### src/sas_consts.svh
// Constants for the sample accumulate and shift unit.
// Assumes inclusion by the unit and the bench; definitions only.
`ifndef SAS_CONSTS_SVH
`define SAS_CONSTS_SVH

// -------------------------------------------------------------
// Register addresses in the special-function space
// -------------------------------------------------------------
`define SAS_ADDR_CTRL 8'hE1
`define SAS_ADDR_SUM0 8'hE2
`define SAS_ADDR_SUM1 8'hE3
`define SAS_ADDR_SUM2 8'hE4
`define SAS_ADDR_SUM3 8'hE5

// -------------------------------------------------------------
// Control field layout and reset values
// -------------------------------------------------------------
`define SAS_MODE_HI 7
`define SAS_MODE_LO 6
`define SAS_CNT_HI 5
`define SAS_CNT_LO 3
`define SAS_SHF_HI 2
`define SAS_SHF_LO 0
`define SAS_CTRL_RESET 8'h00
`define SAS_ACC_RESET 32'h0000_0000
`define SAS_UNMAPPED_READ 8'h00

// -------------------------------------------------------------
// Timing: shift completes in this many system clocks
// -------------------------------------------------------------
`define SAS_SHIFT_CYCLES 3'h4

`endif

### src/sas_pkg.sv
// Types shared by the sample accumulate and shift unit.
// Assumes sas_consts.svh is on the include path.
package sas_pkg;
    // Operating modes held in control bits 7..6
    typedef enum logic [1:0] {
        SAS_MODE_MANUAL = 2'h0,
        SAS_MODE_SUM = 2'h1,
        SAS_MODE_SHIFT = 2'h2,
        SAS_MODE_SUM_SHIFT = 2'h3
    } sas_mode_type;

    // Sequencer states, one-hot
    typedef enum logic [2:0] {
        SAS_ST_IDLE = 3'h1,
        SAS_ST_SUM = 3'h2,
        SAS_ST_SHIFT = 3'h4
    } sas_state_type;
endpackage

### src/sas_unit.sv
// Sample accumulate and shift unit: 32-bit accumulator with right shifter.
// Assumes a single-cycle special-function register port and a converter
// result path on the same clock; all inputs are from same-clock logic.
//
// What this block does
// - Running sum exposed as four byte registers
// - Inactive while converter is powered down
// - Control write of zero clears accumulator
// - Bipolar results sign-extended before adding
// - Control bits 7-6 select four modes
// - Byte 0 write adds held operand
// - Sample count is two to field-plus-one
// - Sum each result, interrupt when count reached
// - Shift field gives shift of 1 to 8
// - Shift-only mode finishes within four clocks
// - Right shift drops bits below LSB
// - Combined mode sums then shifts final sum
// - Sum and combined-mode completion sets summation status flag; shift-only does not
// - Converter result read clears ready flag
`include "sas_consts.svh"

module sas_unit #(
    parameter int CONV_WIDTH = 24
) (
    input wire logic clk,
    input wire logic rst_n,
    input wire logic [7:0] sfr_addr,
    input wire logic sfr_wr,
    input wire logic sfr_rd,
    input wire logic [7:0] sfr_wdata,
    output logic [7:0] sfr_rdata,
    input wire logic conv_powered_up,
    input wire logic conv_bipolar,
    input wire logic conv_valid,
    input wire logic [CONV_WIDTH-1:0] conv_data,
    input wire logic conv_result_rd,
    input wire logic sum_irq_enable,
    input wire logic sum_done_clr,
    output logic sum_done_flag,
    output logic sum_irq,
    output logic converter_ready_flag,
    output logic busy
);

    // ---------------------------------------------------------
    // Register file
    // ---------------------------------------------------------
    logic [7:0] ctrl_reg;
    logic [31:0] acc_reg;
    logic [31:0] acc_next;
    logic [31:0] operand_reg;
    logic [7:0] rdata_reg;
    logic sum_done_reg;
    logic conv_ready_reg;
    sas_pkg::sas_state_type state_reg;
    sas_pkg::sas_state_type state_next;
    logic [8:0] sample_cnt_reg;
    logic [2:0] shift_cnt_reg;

    logic wr_ctrl;
    logic wr_sum0;
    sas_pkg::sas_mode_type mode_w;
    sas_pkg::sas_mode_type mode_cur;
    logic [8:0] target_cnt;
    logic [3:0] shift_amt;
    logic [31:0] conv_ext;
    logic sum_last;
    logic finish;

    // Decode of the register port; the byte 0 write needs power present, control writes do not
    assign wr_ctrl = sfr_wr && (sfr_addr == `SAS_ADDR_CTRL);
    assign wr_sum0 = sfr_wr && (sfr_addr == `SAS_ADDR_SUM0) && conv_powered_up;
    assign mode_w = sas_pkg::sas_mode_type'(sfr_wdata[`SAS_MODE_HI:`SAS_MODE_LO]);
    assign mode_cur = sas_pkg::sas_mode_type'(ctrl_reg[`SAS_MODE_HI:`SAS_MODE_LO]);

    // Field decodes: count is a power of two, shift is field plus one
    assign target_cnt = 9'h001 << (ctrl_reg[`SAS_CNT_HI:`SAS_CNT_LO] + 4'h1);
    assign shift_amt = {1'b0, ctrl_reg[`SAS_SHF_HI:`SAS_SHF_LO]} + 4'h1;

    // Widen each result; signed view keeps negative bipolar values right
    assign conv_ext = conv_bipolar ? 32'($signed(conv_data)) : 32'(conv_data);

    assign sum_last = conv_valid && (sample_cnt_reg == target_cnt - 9'h001);
    assign finish = ((state_reg == sas_pkg::SAS_ST_SUM) && sum_last &&
                     (mode_cur == sas_pkg::SAS_MODE_SUM)) ||
                    ((state_reg == sas_pkg::SAS_ST_SHIFT) && (shift_cnt_reg == 3'h1) &&
                     (mode_cur == sas_pkg::SAS_MODE_SUM_SHIFT));

    // ---------------------------------------------------------
    // Control register
    // ---------------------------------------------------------
    // Control is writable even while powered down so that a setup
    // can be staged before the converter is started
    always_ff @(posedge clk)
    begin
        if (!rst_n)
            ctrl_reg <= `SAS_CTRL_RESET;
        else if (wr_ctrl)
            ctrl_reg <= sfr_wdata;
    end

    // ---------------------------------------------------------
    // Operand bytes for manual addition
    // ---------------------------------------------------------
    // Bytes 3..1 only stage; byte 0 completes the operand and adds
    always_ff @(posedge clk)
    begin
        if (!rst_n)
            operand_reg <= `SAS_ACC_RESET;
        else if (sfr_wr && conv_powered_up)
        begin
            case (sfr_addr)
                `SAS_ADDR_SUM0: operand_reg[7:0] <= sfr_wdata;
                `SAS_ADDR_SUM1: operand_reg[15:8] <= sfr_wdata;
                `SAS_ADDR_SUM2: operand_reg[23:16] <= sfr_wdata;
                `SAS_ADDR_SUM3: operand_reg[31:24] <= sfr_wdata;
                default: operand_reg <= operand_reg;
            endcase
        end
    end

    // ---------------------------------------------------------
    // Sequencer
    // ---------------------------------------------------------
    always_comb
    begin
        state_next = state_reg;
        case (state_reg)
            sas_pkg::SAS_ST_IDLE:
            begin
                if (wr_ctrl && (mode_w == sas_pkg::SAS_MODE_SHIFT))
                    state_next = sas_pkg::SAS_ST_SHIFT;
                else if (wr_ctrl && mode_w[0])
                    state_next = sas_pkg::SAS_ST_SUM;
            end
            sas_pkg::SAS_ST_SUM:
            begin
                if (sum_last && (mode_cur == sas_pkg::SAS_MODE_SUM_SHIFT))
                    state_next = sas_pkg::SAS_ST_SHIFT;
                else if (sum_last)
                    state_next = sas_pkg::SAS_ST_IDLE;
            end
            sas_pkg::SAS_ST_SHIFT:
            begin
                if (shift_cnt_reg == 3'h1)
                    state_next = sas_pkg::SAS_ST_IDLE;
            end
            default: state_next = sas_pkg::SAS_ST_IDLE;
        endcase
        // A new control write restarts the sequence from its mode
        if (wr_ctrl && (state_reg != sas_pkg::SAS_ST_IDLE))
        begin
            if (mode_w == sas_pkg::SAS_MODE_SHIFT)
                state_next = sas_pkg::SAS_ST_SHIFT;
            else if (mode_w[0])
                state_next = sas_pkg::SAS_ST_SUM;
            else
                state_next = sas_pkg::SAS_ST_IDLE;
        end
        if (!conv_powered_up)
            state_next = sas_pkg::SAS_ST_IDLE;
    end

    always_ff @(posedge clk)
    begin
        if (!rst_n)
            state_reg <= sas_pkg::SAS_ST_IDLE;
        else
            state_reg <= state_next;
    end

    // Sample counter, restarted on every control write
    always_ff @(posedge clk)
    begin
        if (!rst_n)
            sample_cnt_reg <= 9'h000;
        else if (wr_ctrl)
            sample_cnt_reg <= 9'h000;
        else if ((state_reg == sas_pkg::SAS_ST_SUM) && conv_valid && conv_powered_up)
            sample_cnt_reg <= sample_cnt_reg + 9'h001;
    end

    // Shift timer: loaded on entry, shift lands on its last count.
    // A shift-mode rewrite in mid-shift reloads it, so the new amount
    // still gets the full four clocks
    always_ff @(posedge clk)
    begin
        if (!rst_n)
            shift_cnt_reg <= 3'h0;
        else if ((state_next == sas_pkg::SAS_ST_SHIFT) &&
                 ((state_reg != sas_pkg::SAS_ST_SHIFT) || wr_ctrl))
            shift_cnt_reg <= `SAS_SHIFT_CYCLES;
        else if ((state_reg == sas_pkg::SAS_ST_SHIFT) && (shift_cnt_reg != 3'h0))
            shift_cnt_reg <= shift_cnt_reg - 3'h1;
    end

    // ---------------------------------------------------------
    // Accumulator datapath
    // ---------------------------------------------------------
    always_comb
    begin
        acc_next = acc_reg;
        if (!conv_powered_up)
            acc_next = acc_reg;
        else if (wr_ctrl && (sfr_wdata == 8'h00))
            acc_next = `SAS_ACC_RESET;
        else if (wr_sum0 && (mode_cur == sas_pkg::SAS_MODE_MANUAL))
            acc_next = acc_reg + {operand_reg[31:8], sfr_wdata};
        else if ((state_reg == sas_pkg::SAS_ST_SUM) && conv_valid)
            acc_next = acc_reg + conv_ext;
        else if ((state_reg == sas_pkg::SAS_ST_SHIFT) && (shift_cnt_reg == 3'h1))
            acc_next = acc_reg >> shift_amt;
    end

    always_ff @(posedge clk)
    begin
        if (!rst_n)
            acc_reg <= `SAS_ACC_RESET;
        else
            acc_reg <= acc_next;
    end

    // ---------------------------------------------------------
    // Status flags
    // ---------------------------------------------------------
    // Completion wins over a clear arriving in the same cycle
    always_ff @(posedge clk)
    begin
        if (!rst_n)
            sum_done_reg <= 1'b0;
        else if (finish)
            sum_done_reg <= 1'b1;
        else if (sum_done_clr)
            sum_done_reg <= 1'b0;
    end

    // A new result outranks the read that would clear the old one
    always_ff @(posedge clk)
    begin
        if (!rst_n)
            conv_ready_reg <= 1'b0;
        else if (conv_valid && conv_powered_up)
            conv_ready_reg <= 1'b1;
        else if (conv_result_rd)
            conv_ready_reg <= 1'b0;
    end

    // ---------------------------------------------------------
    // Read data, one clock after the read strobe
    // ---------------------------------------------------------
    always_ff @(posedge clk)
    begin
        if (!rst_n)
            rdata_reg <= `SAS_UNMAPPED_READ;
        else if (sfr_rd)
        begin
            case (sfr_addr)
                `SAS_ADDR_CTRL: rdata_reg <= ctrl_reg;
                `SAS_ADDR_SUM0: rdata_reg <= acc_reg[7:0];
                `SAS_ADDR_SUM1: rdata_reg <= acc_reg[15:8];
                `SAS_ADDR_SUM2: rdata_reg <= acc_reg[23:16];
                `SAS_ADDR_SUM3: rdata_reg <= acc_reg[31:24];
                default: rdata_reg <= `SAS_UNMAPPED_READ;
            endcase
        end
    end

    assign sfr_rdata = rdata_reg;
    assign sum_done_flag = sum_done_reg;
    assign sum_irq = sum_done_reg && sum_irq_enable;
    assign converter_ready_flag = conv_ready_reg;
    assign busy = (state_reg != sas_pkg::SAS_ST_IDLE);
endmodule

### config.mk
export PLATFORM = sky130hd
export DESIGN_NAME = sas_unit
export DESIGN_NICKNAME = d
export VERILOG_FILES = /design/src/sas_pkg.sv /design/src/sas_unit.sv
export VERILOG_INCLUDE_DIRS = /design/src
export SDC_FILE = /design/constraint.sdc
export NUM_CORES = 1
export LEC_CHECK = 0
export BUFFER_PORTS_ARGS = -buffer_cell sky130_fd_sc_hd__clkbuf_2
export CORE_MARGIN = 2
export CORE_UTILIZATION = 60
export CTS_CLUSTER_DIAMETER = 60
export DETAILED_ROUTE_END_ITERATION = 7
export PLACE_DENSITY = 0.76
export SETUP_SLACK_MARGIN = 0.3
export SLEW_MARGIN = 5
export SYNTH_ARGS = -nofsm -noshare
export SYNTH_HDL_FRONTEND = slang
export SYNTH_SLANG_ARGS = --single-unit
### constraint.sdc
create_clock -name clk -period 3.7 [get_ports clk]
set_input_delay 0.555 -clock clk [delete_from_list [all_inputs] [get_ports clk]]
set_output_delay 0.555 -clock clk [all_outputs]
set_load 0.005 [all_outputs]
==> summary.txt <==
Synth
  • Number of synthesized flops with an enable pin: 0
  • Seq/Total Area, Yosys: 0.208
  • Post-Syn Area: 0.00855 sq mm
  • Ys flop type: dfxtp_1
  • Net Count, Synth: 1191
  • Fraction of registers with async set/reset: 0
  • Post-Syn Area per Cell: 7.98 sq um
  • Synth warn: 0
  • #FFs+latches synth: 89
  • Distinct cell type count after synthesis: 79
  • Cell count after synthesis: roughly 1100

Job
  • Max Cap Viol: 0

Clock network
  • Worst-path clk slew: ~0.070 ns
  • Total CTS buffers: 9
  • H-Tree Depth: 3
  • Buffer depth of the longest clock path: 2
  • Clk root buf: clkbuf_16
  • TritonCTS clock tree: done
  • Clk sink count: 89
  • Post-CTS setup buffer count: 0
  • Clk_lat worst skew: roughly 0.35 ns

STA
  • RSZ-0062 raised after global routing: no
  • Final setup margin: 0.495 ns
  • Final period util: 0.866
  • Setup Viol. Count Final: 0
  • Slew HR: 0.370
  • Setup_tns: 0 ns
  • FMAX: ~310 MHz
  • Final hold violation count: 0
  • Max Slew Vio Count: 0
  • Period minus WS final: between 3 and 4 ns
  • Worst Hold Slack: 0.476 ns
  • Setup Skew: 0.00731 ns
  • Worst-Margin Slew: 0.942 ns

Global routing
  • All-Layer GR Usage: 0.339
  • Vias in the first global route: 7587
  • First-pass GRT wire length: 40000 microns
  • Initial antenna violation count: 0
  • GRT overflow: 0
  • Largest net degree at the start of global routing: 40

Cells and area
  • Fraction of layout cells with a size suffix above 1: 0.123
  • Area of the multi-input gates: between 0.006 and 0.007 sq mm
  • N_diodes: 0
  • Non-Filler Instances: 1290
  • Post-route cell area: 0.00932 sq mm
  • Utilization after layout: 0.672
  • Nets: 1224
  • Area Growth Syn to Fin: 9.00%
  • Max FFs per register: 32
  • Reg area: about 0.0018 sq mm
  • Filler cell count: 1234

Route
  • Iter 0 DRT Violations: 903
  • Final WL: about 26000 microns
  • 1st-pass router iterations: 8
  • DRT antenna net count: 0
  • Vias per cell: 6.57
  • WL per Instance: 19.9 microns
  • DR vias: between 8000 and 9000
  • DRC: 0

Setup path
  • Crit path DAT: 3.43 ns
  • Worst path required time: about 4 ns
  • Crit path capture type: register
  • Startpoint types: register
  • CP Max Fanout: 4
  • Slowest stage cell, crit path: fa_1
  • Critical path cell sequence: ha_1 > fa_1 > a211o_1 > a2111oi_4 > o21ai_2 > o311a_1 > o221ai_2 > o21ai_2 > a31oi_1 > xor2_1 > a21oi_1
  • Most common cell on crit path: o21ai_2
  • CP max stage delay: 0.42 ns
  • Crit Path Class: reg -> reg
  • Bufs and invs on worst path: 0
  • Cell family with most CP delay: compound AO/OA/AOI/OAI gates

Die
  • Die H: 123 microns
  • I/O pins: 62
  • Die X: between 100 and 150 microns
  • Die Area: 0.0152 sq mm
  • Row count: between 40 and 50
  • Core area: about 0.014 sq mm
  • Initial core utilization: 0.616

Place
  • Gpl congestion: approximately 1.0
  • Placed cell area: 0.00901 sq mm
  • IO buf count: between 60 and 70
  • Placed wire-length estimate: just under 20000 microns
  • Worst slack, placed: 0.218 ns
  • Inst Count DP: about 1300

Pwr
  • Final Power: 2.10 mW
  • Flop pwr share: 0.460
  • Switching portion of total power: 0.247
  • Pleak: between 4 and 5 nW
  • Max IR drop VDD: 0.200 mV
  • Logic pwr share: 0.083
  • Power Density: 225 mW/mm^2
  • Internal power: 1.58 mW
  • Clk pwr share: 0.457
  • Switch Pwr: 0.518 mW

Run status
  • Outcome: finished, final reports clean

Worst hold path
  • Worst min path class: in -> reg
## final timing paths
path | from | end | slack, ns | cells after the start
setup / recovery | acc_reg[0] | acc_reg[28] | 0.50 | 11
hold / removal | conv_result_rd | converter_ready_flag | 0.48 | 3
setup reg to reg | acc_reg[0] | acc_reg[28] | 0.50 | 11
hold reg to reg | converter_ready_flag | converter_ready_flag | 0.49 | 2
## synthesized netlist by cell type (all sizes together), types with 8 or more instances
cell type / instances / share of area
nand3: 29 / 0.017
and3: 12 / 0.0088
nor2b: 56 / 0.041
a21oi: 89 / 0.053
inv: 22 / 0.0097
nand2: 83 / 0.036
ha: 67 / 0.098
buf: 13 / 0.0088
mux2i: 62 / 0.073
a21o: 30 / 0.027
a211oi: 32 / 0.029
o21bai: 14 / 0.012
a222oi: 9 / 0.011
dfxtp: 89 / 0.21
o21ai: 64 / 0.038
a22oi: 21 / 0.018
nor3: 17 / 0.011
xnor2: 32 / 0.033
xor2: 34 / 0.035
o211ai: 16 / 0.014
a21boi: 13 / 0.011
a31oi: 22 / 0.016
mux4: 8 / 0.021
nand4: 9 / 0.0066
clkbuf: 53 / 0.023
nor2: 68 / 0.030
and2: 13 / 0.0095
## worst reg2reg max path: cells and delay by family (launching register included)
| kind | cells | cell delay, ns |
|---|---|---|
| XOR/XNOR | 1 | 0.18 |
| AO/OA/AOI/OAI | 8 | 1.86 |
| flip-flops | 1 | 0.38 |
| adder cells (fa/ha/maj) | 2 | 0.67 |
## cell usage in the layout (no fill, tap or decap), types with 13 or more instances in the layout
master,n
a21oi_1,88
dfxtp_1,88
nand2_1,83
nor2_1,68
ha_1,67
mux2i_1,62
clkbuf_2,61
nor2b_1,56
o21ai_0,44
xor2_1,34
xnor2_1,32
a211oi_1,30
nand3_1,29
a21o_1,28
buf_4,27
inv_1,22
a31oi_1,22
a22oi_1,21
o21ai_1,18
nor3_1,16
o211ai_1,16
o21bai_1,14
and2_1,13
## metal layers
| metal | wire length (microns) | global-route usage |
|---|---|---|
| met2 | 11800 | 0.539 |
| met4 | 659 | 0.104 |
| met1 | 11100 | 0.466 |
| met5 | 0 | 0 |
| met3 | 2140 | 0.0586 |
## power groups by stage
stage                     sequential, mW  combinational, mW  clock [mW]
after floorplan                    0.987              0.101           0
after global placement             0.988              0.168           0
after detailed placement           0.988              0.171           0
after CTS                          0.966              0.171       0.960
after global routing               0.966              0.189        1.00
final                              0.966              0.174       0.958
## kinds of logic after synthesis
group           Yosys count  share of synthesized area
compound gates          360                      0.286
simple gates            322                      0.191
flops                    89                      0.208
buf+inv                  88                     0.0417
mux                      77                      0.103
fa+ha+maj                69                      0.103
xor+xnor                 66                     0.0676
other cells               1                   0.000438
## cell type report
cell class | instances | area share
clock buffer | 11 | 0.0260
clock inverter | 5 | 0.00658
sequential | 89 | 0.191
inverter | 22 | 0.00886
multi-input combinational | 895 | 0.689
timing repair buffer | 88 | 0.0545
tap | 180 | 0.0242
## timing repair
action	4_1_cts	5_1_grt
hold buffers	0	0
endpoints found under the setup margin	0	1
gates resized for setup	0	1
Power figures use the tool's default switching activity.
